$ cat src/include/pcmc_pkg.sv
`default_nettype none
package pcmc_pkg;
  // ------------------------------------------------------------
  // Register indices (byte address is four times the index)
  // ------------------------------------------------------------
  localparam logic [5:0] PCMC_IDX_FORMAT = 6'h04;
  localparam logic [5:0] PCMC_IDX_COMP = 6'h05;
  localparam logic [5:0] PCMC_IDX_STATUS = 6'h06;
  localparam logic [5:0] PCMC_COMP_RESET = 6'h00;
  localparam logic [1:0] PCMC_WORD_LENGTH_FIELD_RESET = 2'h0;
  // ------------------------------------------------------------
  // Field positions
  // ------------------------------------------------------------
  localparam int PCMC_ADC_LAW_BIT = 1;
  localparam int PCMC_ADC_EN_BIT = 2;
  localparam int PCMC_DAC_LAW_BIT = 3;
  localparam int PCMC_DAC_EN_BIT = 4;
  localparam int PCMC_EIGHT_BIT = 5;
  localparam int PCMC_WORD_LENGTH_FIELD_LSB = 5;
  localparam int PCMC_WORD_LENGTH_FIELD_MSB = 6;
  // ------------------------------------------------------------
  // Word lengths in bits
  // ------------------------------------------------------------
  localparam logic [5:0] PCMC_BITS_8 = 6'h08;
  localparam logic [5:0] PCMC_BITS_16 = 6'h10;
  localparam logic [5:0] PCMC_BITS_20 = 6'h14;
  localparam logic [5:0] PCMC_BITS_24 = 6'h18;
  localparam logic [5:0] PCMC_BITS_32 = 6'h20;
  // ------------------------------------------------------------
  // Companding constants
  // ------------------------------------------------------------
  localparam logic [13:0] PCMC_MU_CLIP = 14'h1FDE;
  localparam logic [13:0] PCMC_MU_BIAS = 14'h0021;
  localparam logic [15:0] PCMC_MU_DBIAS = 16'h0084;
  localparam logic [7:0] PCMC_A_POS_MASK = 8'hD5;
  localparam logic [7:0] PCMC_A_NEG_MASK = 8'h55;
  localparam logic [15:0] PCMC_A_SEG0_ADD = 16'h0008;
  localparam logic [15:0] PCMC_A_SEGN_ADD = 16'h0108;

  function automatic logic [7:0] pcmc_mu_enc(input logic [15:0] s);
    logic sign;
    logic [13:0] mag;
    logic [2:0] seg;
    logic [3:0] man;
    sign = s[15];
    mag = sign ? 14'(-($signed(s) >>> 2)) : 14'($signed(s) >>> 2);
    if (mag > PCMC_MU_CLIP) begin
      mag = PCMC_MU_CLIP;
    end
    mag = mag + PCMC_MU_BIAS;
    seg = 3'h0;
    for (int i = 0; i < 8; i++) begin
      if (mag[i + 5]) begin
        seg = 3'(i);
      end
    end
    man = 4'(mag >> (4'(seg) + 4'h1));
    return ~{sign, seg, man};
  endfunction : pcmc_mu_enc

  function automatic logic [7:0] pcmc_a_enc(input logic [15:0] s);
    logic sign;
    logic [11:0] mag;
    logic [2:0] seg;
    logic [3:0] man;
    sign = s[15];
    mag = sign ? 12'(~($signed(s) >>> 3)) : 12'($signed(s) >>> 3);
    seg = 3'h0;
    for (int i = 0; i < 7; i++) begin
      if (mag[i + 5]) begin
        seg = 3'(i + 1);
      end
    end
    man = (seg == 3'h0) ? 4'(mag >> 1) : 4'(mag >> seg);
    return {1'b0, seg, man} ^ (sign ? PCMC_A_NEG_MASK : PCMC_A_POS_MASK);
  endfunction : pcmc_a_enc

  function automatic logic [15:0] pcmc_mu_dec(input logic [7:0] c);
    logic [7:0] v;
    logic [15:0] t;
    v = ~c;
    t = ((16'(v[3:0]) << 3) + PCMC_MU_DBIAS) << v[6:4];
    return v[7] ? PCMC_MU_DBIAS - t : t - PCMC_MU_DBIAS;
  endfunction : pcmc_mu_dec

  function automatic logic [15:0] pcmc_a_dec(input logic [7:0] c);
    logic [7:0] v;
    logic [15:0] t;
    v = c ^ PCMC_A_NEG_MASK;
    t = 16'(v[3:0]) << 4;
    if (v[6:4] == 3'h0) begin
      t = t + PCMC_A_SEG0_ADD;
    end else begin
      t = (t + PCMC_A_SEGN_ADD) << (v[6:4] - 3'h1);
    end
    return v[7] ? t : 16'(-t);
  endfunction : pcmc_a_dec
endpackage : pcmc_pkg
`default_nettype wire

$ cat src/rtl/pcmc_top.sv
// Function
// - Offer A-law and mu-law on both the ADC and the DAC direction.
// - Compress 14-bit mu-law or 13-bit A-law linear samples to 8 bits.
// - Each companded word is 8 bits: sign, 3-bit exponent, 4-bit mantissa.
// - Mu-law follows the standard logarithmic curve with mu of 255.
// - A-law follows the standard curve with A of 87.6.
// - Control bits: 4 DAC enable, 3 DAC law, 2 ADC enable, 1 ADC law.
// - Bit 5 set forces 8-bit words and ignores the word-length field.
//
// The implementer's own choice: register access over Wishbone.
`timescale 1ns/100ps
`default_nettype none
module pcmc_top
  import pcmc_pkg::*;
#(
  parameter int ADR_W = 8
) (
  input wire logic clk_in,
  input wire logic arst_n_in,
  input wire logic wb_cyc_in,
  input wire logic wb_stb_in,
  input wire logic wb_we_in,
  input wire logic [ADR_W-1:0] wb_adr_in,
  input wire logic [3:0] wb_sel_in,
  input wire logic [31:0] wb_dat_in,
  output logic [31:0] wb_dat_out,
  output logic wb_ack_out,
  input wire logic [15:0] adc_sample_in,
  input wire logic adc_valid_in,
  output logic adc_ready_out,
  output logic [15:0] tx_data_out,
  output logic tx_valid_out,
  input wire logic tx_ready_in,
  input wire logic [15:0] rx_data_in,
  input wire logic rx_valid_in,
  output logic rx_ready_out,
  output logic [15:0] dac_sample_out,
  output logic dac_valid_out,
  input wire logic dac_ready_in,
  output logic [5:0] xfer_bits_out
);
  import pcmc_pkg::*;

  logic [5:0] comp_q;
  logic [1:0] word_length_field_q;
  logic [15:0] skid_q;
  logic skid_vld_q;
  logic bus_req;
  logic [5:0] idx;
  logic adc_fire;
  logic rx_fire;
  logic [7:0] enc_word;
  logic [15:0] tx_word;
  logic [15:0] dec_word;
  logic [31:0] rd_d;
  logic dac_vld_d;

  assign bus_req = wb_cyc_in && wb_stb_in && !wb_ack_out;
  assign idx = 6'(wb_adr_in >> 2);
  assign adc_fire = adc_valid_in && adc_ready_out;
  assign rx_fire = rx_valid_in && rx_ready_out;

  // ------------------------------------------------------------
  // Register bus
  // ------------------------------------------------------------
  always_comb begin
    rd_d = 32'h0000_0000;
    if (idx == PCMC_IDX_FORMAT) begin
      rd_d[PCMC_WORD_LENGTH_FIELD_MSB:PCMC_WORD_LENGTH_FIELD_LSB] = word_length_field_q;
    end else if (idx == PCMC_IDX_COMP) begin
      rd_d[5:0] = comp_q;
    end else if (idx == PCMC_IDX_STATUS) begin
      rd_d[3:0] = {dac_valid_out, skid_vld_q, tx_valid_out, adc_ready_out};
    end
  end

  always_ff @(posedge clk_in or negedge arst_n_in) begin
    if (!arst_n_in) begin
      wb_ack_out <= 1'b0;
      wb_dat_out <= 32'h0000_0000;
    end else begin
      wb_ack_out <= bus_req;
      wb_dat_out <= bus_req ? rd_d : 32'h0000_0000;
    end
  end

  always_ff @(posedge clk_in or negedge arst_n_in) begin
    if (!arst_n_in) begin
      comp_q <= PCMC_COMP_RESET;
      word_length_field_q <= PCMC_WORD_LENGTH_FIELD_RESET;
    end else if (bus_req && wb_we_in && wb_sel_in[0]) begin
      if (idx == PCMC_IDX_COMP) begin
        comp_q <= {wb_dat_in[5:1], 1'b0};
      end else if (idx == PCMC_IDX_FORMAT) begin
        word_length_field_q <= wb_dat_in[PCMC_WORD_LENGTH_FIELD_MSB:PCMC_WORD_LENGTH_FIELD_LSB];
      end
    end
  end

  // ------------------------------------------------------------
  // Word length seen by the serial interface
  // ------------------------------------------------------------
  always_ff @(posedge clk_in or negedge arst_n_in) begin
    if (!arst_n_in) begin
      xfer_bits_out <= PCMC_BITS_16;
    end else if (comp_q[PCMC_EIGHT_BIT]) begin
      xfer_bits_out <= PCMC_BITS_8;
    end else begin
      case (word_length_field_q)
        2'h0: xfer_bits_out <= PCMC_BITS_16;
        2'h1: xfer_bits_out <= PCMC_BITS_20;
        2'h2: xfer_bits_out <= PCMC_BITS_24;
        default: xfer_bits_out <= PCMC_BITS_32;
      endcase
    end
  end

  // ------------------------------------------------------------
  // Transmit path: compress, then two-entry buffer
  // ------------------------------------------------------------
  // Law chosen per sample as it is accepted
  assign enc_word = comp_q[PCMC_ADC_LAW_BIT] ? pcmc_a_enc(adc_sample_in)
                                            : pcmc_mu_enc(adc_sample_in);
  // Inverted forms are produced by the encoders
  assign tx_word = comp_q[PCMC_ADC_EN_BIT] ? {8'h00, enc_word}
                                           : adc_sample_in;

  always_ff @(posedge clk_in or negedge arst_n_in) begin
    if (!arst_n_in) begin
      tx_data_out <= 16'h0000;
      tx_valid_out <= 1'b0;
      skid_q <= 16'h0000;
      skid_vld_q <= 1'b0;
    end else if (!tx_valid_out || tx_ready_in) begin
      if (skid_vld_q) begin
        tx_data_out <= skid_q;
        skid_vld_q <= 1'b0;
      end else if (adc_fire) begin
        tx_data_out <= tx_word;
      end
      tx_valid_out <= skid_vld_q || adc_fire;
    end else if (adc_fire) begin
      skid_q <= tx_word;
      skid_vld_q <= 1'b1;
    end
  end

  // Ready falls once the skid entry would be taken
  always_ff @(posedge clk_in or negedge arst_n_in) begin
    if (!arst_n_in) begin
      adc_ready_out <= 1'b0;
    end else if (!tx_valid_out || tx_ready_in) begin
      adc_ready_out <= 1'b1;
    end else begin
      adc_ready_out <= !(skid_vld_q || adc_fire);
    end
  end

  // ------------------------------------------------------------
  // Receive path: un-invert and expand into the DAC path
  // ------------------------------------------------------------
  always_comb begin
    dec_word = rx_data_in;
    if (comp_q[PCMC_DAC_EN_BIT]) begin
      dec_word = comp_q[PCMC_DAC_LAW_BIT] ? pcmc_a_dec(rx_data_in[7:0])
                                          : pcmc_mu_dec(rx_data_in[7:0]);
    end
  end

  assign dac_vld_d = rx_fire || (dac_valid_out && !dac_ready_in);

  always_ff @(posedge clk_in or negedge arst_n_in) begin
    if (!arst_n_in) begin
      dac_sample_out <= 16'h0000;
      dac_valid_out <= 1'b0;
      rx_ready_out <= 1'b0;
    end else begin
      if (rx_fire) begin
        dac_sample_out <= dec_word;
      end
      dac_valid_out <= dac_vld_d;
      rx_ready_out <= !dac_vld_d;
    end
  end
endmodule : pcmc_top
`default_nettype wire

$ cat config.mk
export PLATFORM = sky130hd
export DESIGN_NAME = pcmc_top
export DESIGN_NICKNAME = d
export VERILOG_FILES = /design/src/include/pcmc_pkg.sv /design/src/rtl/pcmc_top.sv
export SDC_FILE = /design/constraint.sdc
export NUM_CORES = 1
export LEC_CHECK = 0
export BUFFER_PORTS_ARGS = -buffer_cell sky130_fd_sc_hd__buf_2
export CAP_MARGIN = 0
export CORE_ASPECT_RATIO = 0.6
export CORE_MARGIN = 10
export CORE_UTILIZATION = 40
export CTS_CLUSTER_DIAMETER = 30
export CTS_CLUSTER_SIZE = 12
export DETAILED_ROUTE_END_ITERATION = 8
export GPL_TIMING_DRIVEN = 0
export SLEW_MARGIN = 20
export SYNTH_ARGS = -nofsm -noshare
export SYNTH_HDL_FRONTEND = slang
export SYNTH_SLANG_ARGS = --single-unit
$ cat constraint.sdc
create_clock -name clk_in -period 3 [get_ports clk_in]
set_input_delay 0.3 -clock clk_in [delete_from_list [all_inputs] [get_ports clk_in]]
set_output_delay 0.3 -clock clk_in [all_outputs]
set_load 0.02 [all_outputs]
Word level (Yosys, flattened, before mapping)
Index checks and enable logic that the tools add are counted.
- word-level logic and storage cells: 105
- RAM bits: 0
- output and inout port bits: 75
- memories: 0
- bits of input ports: 85
- ROM bits: 0
- flip-flop bits (word level): 74
- bits in latches: 0
- shifts and indexed selects: 4
- bitwise operators: 7
- reductions and logical operators: 24
- add/sub/neg operators: 10
- order comparisons: 1
- eq/ne operators: 5
- $mul: 0
- multiplexer cells: 41
- div/mod/pow operators: 0
- operators with widths (kind ; number):
    16-bit 2-to-1 mux ; 9
    3-bit 2-to-1 mux ; 12
    14-bit 2-to-1 mux ; 2
    6-bit by 3-bit equality test with 1-bit output (second input constant) ; 3
    6-bit one-hot mux with 3 select lines ; 1
    8-bit 2-to-1 mux ; 2
    16-bit negator ; 1
    8-bit inverter ; 2
    10-bit by 3-bit << shifter with 16-bit output ; 1
    9-bit by 3-bit << shifter with 16-bit output ; 1
    16-bit by 8-bit subtractor with 16-bit output (second input constant) ; 1
    8-bit by 16-bit subtractor with 16-bit output (first input constant) ; 1
    14-bit by 6-bit adder with 14-bit output (second input constant) ; 1
    14-bit by 13-bit > comparator with 1-bit output (second input constant) ; 1
    14-bit negator ; 1
    14-bit by 4-bit right shift with 4-bit output ; 1
    12-bit 2-to-1 mux ; 1
    4-bit 2-to-1 mux ; 3
    12-bit inverter ; 1
    12-bit by 3-bit right shift with 4-bit output ; 1
    8-bit by 9-bit adder with 10-bit output (second input constant) ; 1
    7-bit by 8-bit adder with 9-bit output (second input constant) ; 1
    8-bit by 4-bit adder with 9-bit output (second input constant) ; 1
    7-bit by 8-bit bitwise XOR with 8-bit output ; 1
    other kinds (19) ; 42

Longest topological paths before layout
- depth after elaboration: 19
- gate-level depth with buffers: 25
- gate-level depth less buffers: 22

Worst setup path after synthesis
No wires, ideal clock.
- kind: input-to-reg
- start point: input port adc_sample_in[2]
- end point: register tx_data_out[2]
- stages on the path: 22
- data arrival time: 4.860 ns
- slack: -1.952 ns
- setup time: 0.092 ns
- buffers on the path: 3
- data required time: 2.908 ns
- path through: buf_2 -> inv_1 -> ha_1 -> buf_2 -> or4b_1 -> nor4_2 -> a21oi_1 -> a2111oi_4 -> nand2_1 -> nand2_1 -> nor2_1 -> ha_1 -> clkbuf_1 -> a31o_2 -> or3b_1 -> a31oi_1 -> o21ai_2 -> nand2_4 -> mux4_2 -> nor2_1 -> o32ai_2 -> o31ai_2
- word-level cells in the longest chain between the ends: 19
- RTL lines (item ; RTL line ; text):
    start: declaration ; pcmc_top.sv:28 ; input wire logic [15:0] adc_sample_in,
    14-bit negator ; pcmc_pkg.sv:46 ; mag = sign ? 14'(-($signed(s) >>> 2)) : 14'($signed(s) >>> 2);
    14-bit 2-to-1 mux ; pcmc_pkg.sv:46 ;
    14-bit by 13-bit > comparator with 1-bit output ; pcmc_pkg.sv:47 ; if (mag > PCMC_MU_CLIP) begin
    14-bit 2-to-1 mux ; pcmc_pkg.sv:47 ;
    14-bit by 6-bit adder with 14-bit output ; pcmc_pkg.sv:50 ; mag = mag + PCMC_MU_BIAS;
    1-bit 2-to-1 mux ; pcmc_pkg.sv:53 ; if (mag[i + 5]) begin
    3-bit 2-to-1 mux (6 in a row) ; pcmc_pkg.sv:53 ;
    3-bit by 1-bit adder with 4-bit output ; pcmc_pkg.sv:57 ; man = 4'(mag >> (4'(seg) + 4'h1));
    14-bit by 4-bit right shift with 4-bit output ; pcmc_pkg.sv:57 ;
    8-bit inverter ; pcmc_pkg.sv:58 ; return ~{sign, seg, man};
    8-bit 2-to-1 mux ; pcmc_top.sv:122 ; assign enc_word = comp_q[PCMC_ADC_LAW_BIT] ? pcmc_a_enc(adc_sample_in)
    16-bit 2-to-1 mux (*) ; pcmc_top.sv:125 ; assign tx_word = comp_q[PCMC_ADC_EN_BIT] ? {8'h00, enc_word}
    16-bit 2-to-1 mux (*) ; pcmc_top.sv:138 ; end else if (adc_fire) begin
    16-bit 2-to-1 mux (*) ; pcmc_top.sv:135 ; if (skid_vld_q) begin
    end signal: assignment ; pcmc_top.sv:136 ; tx_data_out <= skid_q;
    end signal: assignment ; pcmc_top.sv:139 ; tx_data_out <= tx_word;
    end: declaration ; pcmc_top.sv:31 ; output logic [15:0] tx_data_out,
Mark *: on every way between the ends. The rest lies on a longest branch, timed or not. The select of a mux whose other input is x is not followed.
A chain may end at the register's enable or synchronous reset.

Worst setup path after layout
Ends and elaborated chain as after synthesis.

==> out/results.tsv <==
metric	value	unit
run_status	finished, violations left	
violations	negative setup slack	
numCtsBuffers	9	
tns	-20.54	ns
skew	0.00579	ns
final_nets	1132	
crit_required	3.25	ns
cts_sinks	72	
end_kind	register	
synth-main-ff-cell	dfrtp_1	
fillers	1540	
ys_seq_area_share	27.1	%
coreArea	16300	µm²
grt_pass1_wl	35.9	mm
initial_core_util	40.9	%
rrSetupSlack	0.78	ns
max-slew-margin-rel	44.0	%
path_class	input port to register	
clkLatencyLatePin	0.34	ns
ant_nets	0	
drv_cap	0	
grt_max_degree	43	
vias	7044	
crit_family	compound AO/OA/AOI/OAI gates	
cpMaxStageDelayCell	mux4_2	
timing.critical_path.fanout_max	7	
yosysTopAreaCell	dfrtp_1	
die_area	22400	µm²
clockRootBuffer	clkbuf_16	
cp-start-kind	input port	
p_per_area	448	nW/µm²
hold_ws	0.183	ns
regArea	1800	µm²
netlist.area_leader.share	26.7	%
synth_area	6660	µm²
drt-total-wl	23.5	mm
portBuffers	97	
drc	0	
worstPathCellList	buf_12 > clkinv_8 > ha_4 > or4b_4 > nor4_4 > a21oi_2 > a2111oi_4 > a21oi_2 > o211ai_1 > ha_4 > o21ai_2 > mux2i_1 > o211ai_1 > o211ai_1 > a21boi_2 > a21oi_4 > o21ai_4 > nand2_4 > mux4_2 > nor2_4 > o32ai_4 > o31ai_2	
hold_viol_final	0	
setup_viol	14	
ys_types	87	
dr.pass1.iters	5	
layout-drive-gt1-share	29.1	%
ys_top_cells_by_area	dfrtp_1, nand2_1, o21ai_0	
clock_path_buffers	2	
globalRouteOverflowTotal	0	
crit_buf_inv	2	
grt_usage	19.7	%
finalWorstSetupSlack	-1.62	ns
post_synth_inst_count	850	
worst_pin_slew	0.834	ns
avgSynthCellArea	7.83	µm²
max_freq	217	MHz
wl_per_cell	18.5	µm
leakagePower	3.81	nW
viasPerCell	5.55	
peakVddDrop	0.307	mV
multiInputGateArea	4730	µm²
postSynth.asyncResetShare	100	%
dieWidth	187	µm
cpPeakStageDelay	0.54	ns
placed_cells	1202	
antenna_found_initial	0	
rsz0062_at_grt	true	
dieHeight	120	µm
htreeDepth	3	
worstPathArrival	4.87	ns
finalCritPeriodShare	154	%
crit_top_cell	o211ai_1	
yosysWarnings	0	
drt_iter0_drc	734	
ios	160	
syn2layout_area_growth	30.2	%
hold_path_class	input port to register	
grt_pass1_vias	6255	
cts_tree	built	
finalNonFillerCells	1269	
ys_ff_latch	72	
n_antenna_cell	0	
synth_edf_count	0	
gp_congestion	0.980	
dp_hpwl	18.2	mm
row_count	36	
cts.clk_slew.worst_paths	0.06	ns
min_period	4.62	ns
slew_viol_final	0	
==> tightest hold or removal path, cell delays in order <==
cell and delay, ns:
buf_2 0.09, nand2_1 0.05, nor2_1 0.04
==> cell usage after synthesis (6+ instances only) <==
| cell | n |
|---|---|
| and3_1 | 6 |
| a31oi_1 | 9 |
| nor2b_1 | 9 |
| mux2i_1 | 28 |
| dfrtp_1 | 71 |
| ha_1 | 11 |
| o211ai_1 | 16 |
| o31ai_1 | 12 |
| mux2_2 | 14 |
| nand2_1 | 108 |
| nand2b_1 | 25 |
| nor2_1 | 72 |
| xnor2_1 | 28 |
| a21oi_1 | 51 |
| o21a_1 | 9 |
| and2_1 | 8 |
| buf_2 | 8 |
| a22oi_1 | 10 |
| o21ai_1 | 6 |
| buf_1 | 11 |
| or3_1 | 8 |
| or2_2 | 6 |
| buf_4 | 27 |
| nor3_1 | 12 |
| o21ai_0 | 72 |
| nand3_1 | 11 |
| clkbuf_1 | 42 |
| xor2_1 | 21 |
| inv_1 | 21 |
==> power breakdown <==
group          leakage (nW)  internal (mW)  switching (mW)
registers             0.909           1.14           0.101
logic                  2.76          0.641           0.997
clock network         0.137          0.564           0.434
==> what timing repair did <==
item | 4_1_cts | 5_1_grt
cloned | 1 | 0
setup endpoints to repair | 21 | 21
gates resized for setup | 42 | 53
hold buffers | 1 | 0
setup buffers | 32 | 21
hold endpoints to repair | 29 | 0
pin swaps | 26 | 33
==> routing by layer <==
metal	share of wire (%)	GRT usage [%]	wire, µm	vias up
met1	52	32.4	12200	3328
met3	12	6.97	2740	11
met5	0	0	0	-
li1	-	-	-	3374
met4	0.36	2.01	84	0
met2	36	23.1	8400	331
==> kinds of logic after synthesis <==
logic type                 synth area share, %
buffers and inverters                     8.21
xor gates and xnor gates                  6.45
and+or+nand+nor                           23.1
adders and majority gates                 2.07
other                                   0.0563
AOI/OAI and AO/OA                         25.2
DFF                                       27.1
muxes                                     7.76
==> registers in the layout (all words and copies together), names as in the netlist <==
name	count
dac_valid_out	1
tx_data_out	16
dac_sample_out	16
tx_valid_out	1
adc_ready_out	1
rx_ready_out	1
skid_q	16
wb_ack_out	1
wb_dat_out	7
xfer_bits_out	4
comp_q	5
word_length_field_q	2
skid_vld_q	1
==> worst paths after layout <==
| path | start | endpoint | cells past startpoint |
|---|---|---|---|
| setup / recovery | adc_sample_in[2] | tx_data_out[2]$_DFFE_PN0P_ | 22 |
| hold / removal | wb_stb_in | wb_ack_out$_DFF_PN0_ | 3 |
| setup reg to reg | comp_q[1]$_DFFE_PN0P_ | skid_q[0]$_DFFE_PN0P_ | 6 |
| hold reg to reg | wb_ack_out$_DFF_PN0_ | wb_ack_out$_DFF_PN0_ | 1 |
| max in group asynchronous | arst_n_in | adc_ready_out$_DFF_PN0_ | 3 |
| min in group asynchronous | arst_n_in | word_length_field_q[1]$_DFFE_PN0P_ | 2 |
==> layout by cell type, fill, tap and decap left out, types with 16 or more instances in the layout <==
master      n
a21oi_1    46
nor2_1     70
clkbuf_1   33
o21ai_0    60
buf_2     100
nand2b_1   25
mux2i_1    24
inv_1      17
dfrtp_1    71
nand2_1   106
conb_1     27
buf_4      79
o211ai_1   16
xnor2_1    27
xor2_1     21
==> through the flow <==
step | setup WS, ns | power (mW) | area (µm²) | util (%)
3_5_place_dp | -2.46 | 2.68 | 7650 | 47.1
3_3_place_gp | -2.45 | 2.67 | 7620 | 46.9
5_1_grt | -1.73 | 4.10 | 8670 | 53.3
4_1_cts | -1.54 | 3.77 | 8320 | 51.1
6_report | -1.62 | 3.88 | 8670 | 53.3
2_1_floorplan | -1.63 | 2.23 | 6850 | -
==> cell type report <==
type	count	area share, %
multi-input combinational	693	54.6
sequential	72	20.8
timing repair buffer	151	11.0
buffer	87	5.82
tap	228	3.29
clock buffer	10	2.64
inverter	22	1.30
clock inverter	6	0.520
Note: power is estimated with default switching activity, not from simulation.
